File: src/tcit_defines.vh
`ifndef TCIT_DEFINES_VH
`define TCIT_DEFINES_VH
`define TCIT_A_CMP0H   4'h0
`define TCIT_A_CMP0L   4'h1
`define TCIT_A_CMP1H   4'h2
`define TCIT_A_CMP1L   4'h3
`define TCIT_A_IRQH    4'h4
`define TCIT_A_IRQL    4'h5
`define TCIT_A_START   4'h6
`define TCIT_A_STOP    4'h7
`define TCIT_A_MODE0   4'h8
`define TCIT_A_MODE1   4'h9
`define TCIT_A_STAT    4'ha
`define TCIT_A_MASK    4'hb
`define TCIT_A_OUT     4'hc
`define TCIT_A_CNT0H   4'hd
`define TCIT_A_CNT0L   4'he
`define TCIT_A_CNT1L   4'hf
`define TCIT_M_INTERVAL 3'h0
`define TCIT_M_CAPTURE  3'h2
`define TCIT_M_EVENT    3'h3
`define TCIT_M_ONECNT   3'h4
`define TCIT_M_CAPONE   3'h6
`define TCIT_BIT_IRQ0   7
`define TCIT_BIT_IRQ1   0
`define TCIT_CMP_RESET  16'hffff
`endif

File: src/tcit_timer.v
// Our own choices: the register addresses and the address-and-strobe port.
`timescale 1ns/10ps
`include "tcit_defines.vh"
module tcit_timer #(
  parameter CW = 16
) (
  // clock, reset, enable
  input  wire       CLOCK,
  input  wire       RST_N,
  input  wire       CLK_EN,
  // count clock enable and capture input
  input  wire       COUNT_TICK,
  input  wire [1:0] CAPTURE_IN,
  // register port
  input  wire [3:0] ADDR,
  input  wire [7:0] WDATA,
  input  wire       WR,
  input  wire       RD,
  output reg  [7:0] RDATA,
  // outputs
  output reg  [1:0] TIMER_OUT,
  output reg        IRQ
);
  reg  [CW-1:0] cmp_q [0:1];
  reg  [CW-1:0] cnt_q [0:1];
  reg  [3:0]    mode_q [0:1];
  reg  [1:0]    en_q;
  reg  [1:0]    run_q;
  reg  [1:0]    flag_q;
  reg  [1:0]    stat_q;
  reg  [1:0]    mask_q;
  reg  [1:0]    cap_q;
  reg  [CW-1:0] capv_q [0:1];
  reg  [1:0]    bad_q;
  reg  [7:0]    rdata_d;
  integer       i;

  function valid_mode;
    input [3:0] m;
    begin
      case (m[3:1])
        `TCIT_M_INTERVAL, `TCIT_M_CAPTURE, `TCIT_M_ONECNT: valid_mode = 1'b1;
        `TCIT_M_EVENT, `TCIT_M_CAPONE: valid_mode = ~m[0];
        default: valid_mode = 1'b0;
      endcase
    end
  endfunction

  function counts_up;
    input [3:0] m;
    begin
      counts_up = (m[3:1] == `TCIT_M_CAPTURE) || (m[3:1] == `TCIT_M_CAPONE);
    end
  endfunction

  wire [1:0] start_w = (WR && ADDR == `TCIT_A_START) ? WDATA[1:0] : 2'h0;
  wire [1:0] stop_w  = (WR && ADDR == `TCIT_A_STOP)  ? WDATA[1:0] : 2'h0;

  always @* begin
    rdata_d = 8'h00;
    case (ADDR)
      `TCIT_A_CMP0H: rdata_d = cmp_q[0][15:8];
      `TCIT_A_CMP0L: rdata_d = cmp_q[0][7:0];
      `TCIT_A_CMP1H: rdata_d = cmp_q[1][15:8];
      `TCIT_A_CMP1L: rdata_d = cmp_q[1][7:0];
      `TCIT_A_IRQH:  rdata_d[`TCIT_BIT_IRQ1] = flag_q[1];
      `TCIT_A_IRQL:  rdata_d[`TCIT_BIT_IRQ0] = flag_q[0];
      `TCIT_A_START: rdata_d = {6'h00, en_q};
      `TCIT_A_STOP:  rdata_d = 8'h00;
      `TCIT_A_MODE0: rdata_d = {4'h0, mode_q[0]};
      `TCIT_A_MODE1: rdata_d = {4'h0, mode_q[1]};
      `TCIT_A_STAT:  rdata_d = {4'h0, bad_q, stat_q};
      `TCIT_A_MASK:  rdata_d = {6'h00, mask_q};
      `TCIT_A_OUT:   rdata_d = {4'h0, run_q, TIMER_OUT};
      `TCIT_A_CNT0H: rdata_d = (mode_q[0][3:1] == `TCIT_M_CAPTURE ||
                                mode_q[0][3:1] == `TCIT_M_CAPONE) ?
                               capv_q[0][15:8] : cnt_q[0][15:8];
      `TCIT_A_CNT0L: rdata_d = cnt_q[0][7:0];
      `TCIT_A_CNT1L: rdata_d = cnt_q[1][7:0];
      default:       rdata_d = 8'h00;
    endcase
  end

  always @(posedge CLOCK or negedge RST_N) begin
    if (!RST_N) begin
      for (i = 0; i < 2; i = i + 1) begin
        cmp_q[i]  <= `TCIT_CMP_RESET;
        cnt_q[i]  <= {CW{1'b0}};
        capv_q[i] <= {CW{1'b0}};
        mode_q[i] <= 4'h0;
      end
      en_q      <= 2'h0;
      run_q     <= 2'h0;
      flag_q    <= 2'h0;
      stat_q    <= 2'h0;
      mask_q    <= 2'h0;
      cap_q     <= 2'h0;
      bad_q     <= 2'h0;
      RDATA     <= 8'h00;
      TIMER_OUT <= 2'h0;
      IRQ       <= 1'b0;
    end else if (CLK_EN) begin
      RDATA <= RD ? rdata_d : 8'h00;
      if (WR) begin
        case (ADDR)
          `TCIT_A_CMP0H: cmp_q[0][15:8] <= WDATA;
          `TCIT_A_CMP0L: cmp_q[0][7:0]  <= WDATA;
          `TCIT_A_CMP1H: cmp_q[1][15:8] <= WDATA;
          `TCIT_A_CMP1L: cmp_q[1][7:0]  <= WDATA;
          `TCIT_A_MODE0: mode_q[0] <= WDATA[3:0];
          `TCIT_A_MODE1: mode_q[1] <= WDATA[3:0];
          `TCIT_A_MASK:  mask_q    <= WDATA[1:0];
          default: ;
        endcase
      end
      for (i = 0; i < 2; i = i + 1) begin : chan
        reg ev;
        reg st;
        reg [3:0] m;
        ev = 1'b0;
        m  = mode_q[i];
        st = start_w[i];
        bad_q[i] <= ~valid_mode(m);
        // start wins over a same-cycle stop
        if (st)
          en_q[i] <= 1'b1;
        else if (stop_w[i])
          en_q[i] <= 1'b0;
        if (stop_w[i] && !st)
          run_q[i] <= 1'b0;
        if (st && valid_mode(m)) begin
          // one-count retrigger only with option set
          if (m[3:1] == `TCIT_M_ONECNT && run_q[i] && !m[0]) begin
            ev = 1'b0;
          end else begin
            run_q[i] <= 1'b1;
            cnt_q[i] <= counts_up(m) ? {CW{1'b0}} : cmp_q[i];
            if (m[3:1] == `TCIT_M_ONECNT && run_q[i] && m[0])
              ev = 1'b1;
            else if (m[0] && (m[3:1] == `TCIT_M_INTERVAL ||
                              m[3:1] == `TCIT_M_CAPTURE)) begin
              ev = 1'b1;
              TIMER_OUT[i] <= ~TIMER_OUT[i];
            end
            // otherwise no start interrupt, output unchanged
          end
        end else if (run_q[i] && en_q[i] && COUNT_TICK) begin
          if (counts_up(m)) begin
            cnt_q[i] <= cnt_q[i] + 1'b1;
            if (CAPTURE_IN[i] && !cap_q[i]) begin
              capv_q[i] <= cnt_q[i];
              ev = 1'b1;
              if (m[3:1] == `TCIT_M_CAPONE)
                run_q[i] <= 1'b0;
              else
                cnt_q[i] <= {CW{1'b0}};
            end
          end else if (cnt_q[i] == {CW{1'b0}}) begin
            ev = 1'b1;
            if (m[3:1] == `TCIT_M_ONECNT)
              run_q[i] <= 1'b0;
            else begin
              cnt_q[i] <= cmp_q[i];
              TIMER_OUT[i] <= ~TIMER_OUT[i];
            end
          end else begin
            cnt_q[i] <= cnt_q[i] - 1'b1;
          end
        end
        if (COUNT_TICK)
          cap_q[i] <= CAPTURE_IN[i];
        if (ev)
          flag_q[i] <= 1'b1;
        else if (WR && i == 0 && ADDR == `TCIT_A_IRQL &&
                 !WDATA[`TCIT_BIT_IRQ0])
          flag_q[i] <= 1'b0;
        else if (WR && i == 1 && ADDR == `TCIT_A_IRQH &&
                 !WDATA[`TCIT_BIT_IRQ1])
          flag_q[i] <= 1'b0;
        if (ev)
          stat_q[i] <= 1'b1;
        else if (RD && ADDR == `TCIT_A_STAT)
          stat_q[i] <= 1'b0;
      end
      IRQ <= |(stat_q & mask_q);
    end
  end
endmodule

File: config.mk
export PLATFORM = sky130hd
export DESIGN_NAME = tcit_timer
export DESIGN_NICKNAME = d
export VERILOG_FILES = /design/src/tcit_timer.v
export VERILOG_INCLUDE_DIRS = /design/src
export SDC_FILE = /design/constraint.sdc
export NUM_CORES = 1
export LEC_CHECK = 0
export BUFFER_PORTS_ARGS = -buffer_cell sky130_fd_sc_hd__buf_2
export CORE_MARGIN = 3
export CORE_UTILIZATION = 40
export DETAILED_ROUTE_END_ITERATION = 12
export PLACE_DENSITY_LB_ADDON = 0.12
export SYNTH_ARGS = -nofsm -noshare
export SYNTH_HDL_FRONTEND = slang
export SYNTH_SLANG_ARGS = --single-unit
File: constraint.sdc
create_clock -name CLOCK -period 4.9 [get_ports CLOCK]
set_clock_uncertainty 0.15 [all_clocks]
set_input_delay 0.49 -clock CLOCK [delete_from_list [all_inputs] [get_ports CLOCK]]
set_output_delay 0.49 -clock CLOCK [all_outputs]
set_load 0.1 [all_outputs]
After elaboration in Yosys (flattened, before gate mapping)
Index checks and enable logic that the tools add are counted.
- register bits: 113
- word-level logic and storage cells: 238
- add/sub/neg operators: 4
- equal/unequal tests: 35
- muxes and demuxes: 92
- bitwise gates (word level): 8
- reductions and logical operators: 76
- operator list (operator ; count):
    $mux 16 ; 18
    $pmux 6 s13 ; 1
    $mux 1 ; 65
    $add 16x1->16 const B ; 2
    $eq 4x4->1 const B ; 8
    $logic_not 16->1 ; 2
    $sub 16x1->16 const B ; 2
    $logic_and 1x1->1 ; 25
    $reduce_and 3->1 ; 7
    $reduce_bool 2->1 ; 10
    $eq 4x3->1 const B ; 4
    $mux 8 ; 2
    $ne 2x2->1 const B ; 8
    $reduce_and 8->1 ; 2
    $pmux 1 s14 ; 1
    $reduce_and 2->1 ; 7
    $eq 3x2->1 const B ; 4
    $eq 3x3->1 const B ; 4
    $eq 4x2->1 const B ; 2
    $logic_not 1->1 ; 8
    $ne 4x4->1 const B ; 2
    $pmux 1 s8 ; 1
    $reduce_and 4->1 ; 2
    $not 1->1 ; 7
    11 further kinds ; 21

Depth between registers and ports, before layout
Gate-level depths: netlist (run 1).
- depth in word-level cells: 11
- mapped depth: 10
- gate-level depth less buffers: 8

Worst setup path after synthesis (run 1)
No wires, ideal clock.
- path kind: register to register
- from: register cnt_q[0] (netlist bit)
- to: register cnt_q[9] (netlist bit)
- library setup time: 119 ps
- arrival: 2261 ps
- setup slack: 2370 ps
- cell stages (with the launch flop): 11
- buffers on the path: 2
- period minus slack after synthesis: 2530 ps
- path through: dfrtp_1 -> clkbuf_1 -> inv_1 -> ha_1 -> nor3b_1 -> and4_1 -> a31o_2 -> a21oi_1 -> clkbuf_1 -> o211ai_1 -> o21a_1
- word-level cells in the longest chain between the ends: 6
- elaborated cells on any way between the ends: 11
- RTL lines (what ; line ; source):
    from (decl) ; tcit_timer.v:25 ; reg [CW-1:0] cnt_q [0:1];
    from (signal, indexed assignment) ; tcit_timer.v:88 ; cnt_q[i] <= {CW{1'b0}};
    from (signal, indexed assignment) ; tcit_timer.v:137 ; cnt_q[i] <= counts_up(m) ? {CW{1'b0}} : cmp_q[i];
    from (signal, indexed assignment) ; tcit_timer.v:149 ; cnt_q[i] <= cnt_q[i] + 1'b1;
    $add 16x1->16 ; tcit_timer.v:149 ;
    $mux 16 ; tcit_timer.v:153 ; if (m[3:1] == `TCIT_M_CAPONE)
    $mux 16 ; tcit_timer.v:150 ; if (CAPTURE_IN[i] && !cap_q[i]) begin
    $mux 16 ; tcit_timer.v:148 ; if (counts_up(m)) begin
    $mux 16 ; tcit_timer.v:147 ; end else if (run_q[i] && en_q[i] && COUNT_TICK) begin
    $mux 16 ; tcit_timer.v:131 ; if (st && valid_mode(m)) begin
Several ways; a longest one is shown, not always the timed one. The select of a mux whose other input is x is not followed.
A chain may end at the register's enable or synchronous reset.

Worst setup path in the final report (run 1)
- from: register cnt_q[24] (netlist bit)
- to: register cnt_q[29] (netlist bit)
The elaborated chain is that of the path after synthesis.

==> qor.yml, run 1 <==
synth:
  synth_edf_count: 0
  synthArstFlopShare: 1.00
  yosysWarnings: 0
  synthesis.nets: 833
  synth_xor_xnor_area_share: 0.0351
  synth-main-ff-cell: "dfrtp_1"
  yosysMostFrequentCell: "dfrtp_1"
  syn_area_um2: 7230
  synth_top_family_by_area: "compound AO/OA/AOI/OAI gates"
  synthSimpleGateAreaFrac: 0.205
  yosysSeqAreaShare: 0.369
  synthCells: 807
  synth_compound_area_frac: 0.212
  synth_fa_ha_area_frac: 0.0104
  synth_cell_types: 73
  ys_ff_latch: 105
  synthTopCellsByCount: "dfrtp_1, nor2_1, nand2_1, mux2_2, a21oi_1"
  muxShareOfSynthArea: 0.112
  synth.avg_cell_area_um2: 8.96
  synth.top_cells.by_area: "dfrtp_1, dfstp_2, mux2_2, nor2_1, nand2_1"
  yosys.area.top_type_share: 0.253
  yosys.area.top_type: "dfrtp_1"
critical_path:
  r2r_start: "cnt_q[24]$_DFFE_PN0P_"
  cp-end-kind: "register"
  r2r_setup_slack_ns: 1.80
  crit_type: "reg -> reg"
  start_kind: "register"
  worstPathMaxFanout: 12
  r2r-end: "cnt_q[29]$_DFFE_PN0P_"
  critPathArrivalTime_ns: 3.17
  reg2reg_depth: 6
  critPathRequiredTime_ns: 4.97
power_and_ir_drop:
  power_per_cell_area_nw_per_um2: 485
  worst_ir_drop_vdd_uv: 252
  power_leakage_nw: 3.02
drt:
  vias: 6523
  dr.pass1.iters: 5
  drc: 0
  initialDrtViolationCount: 734
  drt_wl_total_mm: 23.8
  postRouteAntennaNets: 0
  drt-vias-per-instance: 6.42
  routedWlPerCell_um: 23.4
clock_tree:
  htreeDepth: 3
  cts_setup_buffers: 0
  holdBufCountCts: 0
  insertion_delay_ns: 0.36
  numCtsBuffers: 9
  cts_buffer_depth: 2
  cts.sinks: 105
  cts-resized-gates: 0
  path_clk_slew_ns: 0.08
  cts_tree: "built"
  cts_root_buffer: "clkbuf_16"
timing:
  max_freq_ghz: 0.322
  finalSetupTns_ns: 0
  setup_viol: 0
  tightest_slew_ns: 1.11
  hold_viol: 0
  period_minus_slack_ns: 3.10
  rsz0062_at_grt: "no"
  slew_headroom: 0.260
  period_share: 0.633
  finalMaxSlewViolations: 0
grt:
  antenna_found_initial: 0
  grt_use_met3: 0.0434
  grt_util_met2: 0.385
  grt_use_total: 0.239
  overflow: 0
  grt_pass1_vias: 6154
  gr-max-usage-layer: "met2"
  grt_max_degree: 64
  grt_pass1_wl_mm: 37.0
  met1_usage: 0.335
cells_and_area:
  drive_gt1_frac: 0.201
  fin_util: 0.442
  fin_nets: 812
  area_growth_pct: 6.73
  insertedDiodeCount: 0
  final_area_um2: 7720
floorplan:
  dieWidth_um: 140
  row_count: 48
  initial_core_util: 0.414
  core_region_area_um2: 17500
  die_area_um2: 19700
  io_pins: 31
  die_h_um: 140
outcome:
  status: "complete, no violations"
place:
  place_area_um2: 7430
  dp_hpwl_mm: 17.1
  gp_congestion: 0.943
  portBuffers: 30
min_path:
  hold_class: "in -> async"
flow_run:
  cap_violations: 0
==> critical path, cell delays in order (launching register included) <==
cell      delay, ns
dfrtp_1        0.54
nor4_2         0.51
nand4b_1       0.32
o21ai_1        0.85
o221ai_1       0.25
a32oi_1        0.25
a21oi_1        0.09
==> final cells by class <==
class	instances	area [um2]
clock inverter	6	50.0
multi-input combinational	606	4170
tap	225	282
timing repair buffer	37	205
sequential	105	2670
clock buffer	10	239
inverter	27	101
fill	1704	9760
==> cell usage in the layout, fill, tap and decap left out, types with 15 or more instances in the layout <==
| cell | Yosys | layout |
|---|---|---|
| dfrtp_1 | 73 | 73 |
| nor2_1 | 72 | 72 |
| nand2_1 | 67 | 67 |
| mux2_2 | 55 | 55 |
| a21oi_1 | 41 | 40 |
| dfstp_2 | 32 | 32 |
| o21ai_0 | 30 | 30 |
| buf_2 | 21 | 29 |
| nand3_1 | 27 | 27 |
| inv_1 | 26 | 26 |
| xnor2_1 | 20 | 20 |
| a22o_1 | 17 | 17 |
| a31oi_1 | 17 | 17 |
| nor3_1 | 16 | 16 |
| nand4_1 | 15 | 15 |
==> per-stage QoR <==
stage | std cells | hold slack (ns) | setup WS (ns) | total power [mW]
floorplan | 807 | 0.0444 | 2.37 | 2.58
global placement | 1000 | 0.334 | 1.52 | 2.97
detailed placement | 1000 | 0.339 | 1.47 | 2.99
CTS | 1016 | 0.115 | 1.84 | 3.73
global route | 1016 | 0.151 | 1.49 | 3.98
finish | 1016 | 0.0899 | 1.80 | 3.74
==> how the worst max path moves through the flow <==
stage / endpoint / cells past startpoint / slack, ns / startpoint
after floorplan: cnt_q[9]$_DFFE_PN0P_ / 10 / 2.37 / cnt_q[0]$_DFFE_PN0P_
after global placement: cnt_q[31]$_DFFE_PN0P_ / 7 / 1.52 / ADDR[1]
after detailed placement: cnt_q[31]$_DFFE_PN0P_ / 7 / 1.47 / ADDR[1]
after CTS: cnt_q[29]$_DFFE_PN0P_ / 6 / 1.84 / cnt_q[24]$_DFFE_PN0P_
after global routing: cnt_q[26]$_DFFE_PN0P_ / 6 / 1.49 / cnt_q[24]$_DFFE_PN0P_
final: cnt_q[29]$_DFFE_PN0P_ / 6 / 1.80 / cnt_q[24]$_DFFE_PN0P_
==> logic make-up after synthesis <==
group,after synthesis
AND/OR/NAND/NOR,283
buffers and inverters,96
flip-flops,105
multiplexers,71
adder cells (fa/ha/maj),6
AO/OA/AOI/OAI,217
XOR/XNOR,29
==> metal layers <==
| metal | part of all wire | wire length (um) |
|---|---|---|
| met1 | 0.44 | 10500 |
| met2 | 0.47 | 11300 |
| met3 | 0.065 | 1550 |
| met4 | 0.020 | 467 |
| met5 | 0 | 0 |
==> registers in the layout, indices dropped and copies added, names as in the netlist <==
signal	count
mask_q	2
run_q	2
bad_q	2
flag_q	2
RDATA	8
cap_q	2
cnt_q	32
stat_q	2
cmp_q	32
TIMER_OUT	2
mode_q	8
IRQ	1
en_q	2
capv_q	8
==> power breakdown <==
part / switching, mW / internal (mW) / leakage [nW]
clock network: 0.365 / 0.367 / 0.143
logic: 0.733 / 0.595 / 1.63
registers: 0.552 / 1.13 / 1.24
total: 1.65 / 2.09 / 3.02
Note: power is estimated with default switching activity, not from simulation.
==> run 2, diff against run 1 <==
==> constraint.sdc (replaced) <==
create_clock -name CLOCK -period 2.7 [get_ports CLOCK]
set_clock_uncertainty 0.15 [all_clocks]
set_input_delay 0.27 -clock CLOCK [delete_from_list [all_inputs] [get_ports CLOCK]]
set_output_delay 0.27 -clock CLOCK [all_outputs]
set_load 0.1 [all_outputs]
==> run 2 against run 1 <==
  * Core utilization up 2.7 points
  * Register-to-register slack worse by 1.6 ns
  * Maximum frequency up 22%
  * Sequential power up 56%
  * Flip-flop and latch count unchanged
  * Non-clock buffer count up 56
  * First-iteration DRC count down 13%
  * Count of clock-buffer cells in the layout up 2
  * Largest power group is now combinational cells
==> qor.yml, run 2 (synthesis results as in run 1) <==
min_path:
  min_path_cells: 2
  hold_class: "in -> reg"
  holdPathEnd: "cap_q[1]$_DFFE_PN0P_"
  min_from: "CAPTURE_IN[1]"
power_and_ir_drop:
  seq_power_share: 0.362
  pwr-share-comb: 0.445
  p_sw_mw: 3.02
  swShare: 0.418
  internal_power_mw: 4.20
  clkPwrFrac: 0.193
  power_per_cell_area_nw_per_um2: 882
  worst_ir_drop_vdd_uv: 367
  power_leakage_nw: 3.31
place:
  dp_hpwl_mm: 17.8
  portBuffers: 30
  gp_congestion: 0.948
timing:
  setup_viol: 0
  tightest_slew_ns: 1.05
  hold_viol: 0
  period_minus_slack_ns: 2.55
  slew_headroom: 0.300
  finalMaxSlewViolations: 0
  period_share: 0.945
  finalSetupTns_ns: 0
  timing.hold.ws_ns: 0.00993
  rsz0062_at_grt: "no"
  max_freq_ghz: 0.392
cells_and_area:
  insertedDiodeCount: 0
  most-common-layout-cells: "dfrtp_1, nor2_1, nand2_1"
  fin_nets: 868
  drive_gt1_frac: 0.251
  reg.largest.list: "cmp_q (32), cnt_q (32)"
  multiInputGateArea_um2: 4170
  nFillCells: 1670
  regArea_um2: 2670
  final_common_cell: "dfrtp_1"
  area_growth_pct: 13.2
drt:
  drt-vias-per-instance: 6.30
  initialDrtViolationCount: 635
  drt_wl_total_mm: 24.0
  routedWlPerCell_um: 22.4
  drc: 0
  postRouteAntennaNets: 0
  vias: 6754
  dr.pass1.iters: 6
critical_path:
  slowest_delay_ns: 0.51
  start_kind: "register"
  r2r-end: "cnt_q[28]$_DFFE_PN0P_"
  r2r_start: "cnt_q[16]$_DFFE_PN0P_"
  cp-end-kind: "register"
  worst-path-buf-inv: 1
  critPathArrivalTime_ns: 2.64
  crit_slowest_cell: "or3b_2"
  worstPathMaxFanout: 4
  cp_top_family: "simple AND/OR/NAND/NOR gates"
  critPathRequiredTime_ns: 2.78
  critical_path.cell_chain: "inv_1 > ha_1 > or3b_2 > or2_2 > nor3b_1 > o221ai_1 > a32oi_1 > a21oi_1"
  reg2reg_depth: 8
  crit_type: "reg -> reg"
  r2r_setup_slack_ns: 0.15
outcome:
  status: "complete, no violations"
clock_tree:
  holdBufCountCts: 1
  numCtsBuffers: 9
  cts.sinks: 105
  htreeDepth: 3
  cts_tree: "built"
  path_clk_slew_ns: 0.07
  cts_setup_buffers: 0
  cts_root_buffer: "clkbuf_16"
  cts-resized-gates: 0
  cts_buffer_depth: 2
  insertion_delay_ns: 0.36
grt:
  overflow: 0
  grt_max_degree: 83
  grt_pass1_vias: 6591
  antenna_found_initial: 0
  grt_use_total: 0.241
  grt_pass1_wl_mm: 37.6
floorplan:
  row_count: 48
  core_region_area_um2: 17500
  die_area_um2: 19700
  die_h_um: 140
  dieWidth_um: 140
  initial_core_util: 0.414
  io_pins: 31
flow_run:
  cap_violations: 0
-- run 2: changes by cell type in the layout (fill, tap and decap cells not counted), moves of 2 or more --
| cell | change |
|---|---|
| clkbuf_1 | +2 |
| buf_4 | +53 |
| inv_6 | -2 |
| buf_12 | +2 |
-- run 2: final cells by class --
class / count / share of cell area
Clock buffer: 12 / 0.0315
Sequential cell: 105 / 0.326
Clock inverter: 4 / 0.00611
Timing Repair Buffer: 93 / 0.0798
Multi-Input combinational cell: 606 / 0.510
Tap cell: 225 / 0.0344
Inverter: 27 / 0.0124
-- run 2: worst max-delay path by stage --
stage,from,endpoint,slack [ns],depth (start not counted)
4_1_cts,cnt_q[16]$_DFFE_PN0P_,cnt_q[28]$_DFFE_PN0P_,0.14,8
5_1_grt,cnt_q[1]$_DFFE_PN0P_,cnt_q[10]$_DFFE_PN0P_,0.02,8
6_report,cnt_q[16]$_DFFE_PN0P_,cnt_q[28]$_DFFE_PN0P_,0.15,8
3_3_place_gp,cnt_q[16]$_DFFE_PN0P_,cnt_q[28]$_DFFE_PN0P_,0.23,8
3_5_place_dp,cnt_q[16]$_DFFE_PN0P_,cnt_q[28]$_DFFE_PN0P_,0.17,8
2_1_floorplan,cnt_q[0]$_DFFE_PN0P_,cnt_q[9]$_DFFE_PN0P_,0.17,10
-- run 2: power by group through the flow --
stage                     Clock (mW)  Combinational (mW)  Sequential (mW)
final                           1.39                3.21             2.62
after global routing            1.49                3.50             2.68
after CTS                       1.42                3.17             2.61
after detailed placement           0                3.16             2.63
after global placement             0                3.13             2.62
after floorplan                    0                2.25             2.44
-- run 2: layer usage --
layer / global-route usage / up-vias / wire length [um] / part of all wire
met1: 0.325 / 3312 / 10300 / 0.43
met3: 0.0399 / 54 / 1710 / 0.071
li1: - / 3072 / - / -
met4: 0.0821 / 0 / 716 / 0.030
met2: 0.394 / 316 / 11300 / 0.47
met5: 0 / - / 0 / 0
-- run 2: through the flow --
stage | setup WS [ns] | util | cells | power, mW | cell area, um2
CTS | 0.137 | 0.468 | 1072 | 7.20 | 8190
global placement | 0.232 | 0.450 | 1055 | 5.75 | 7870
global route | 0.0194 | 0.468 | 1072 | 7.67 | 8190
floorplan | 0.170 | - | 807 | 4.68 | 7230
detailed placement | 0.167 | 0.450 | 1055 | 5.79 | 7870
finish | 0.148 | 0.468 | 1072 | 7.22 | 8190
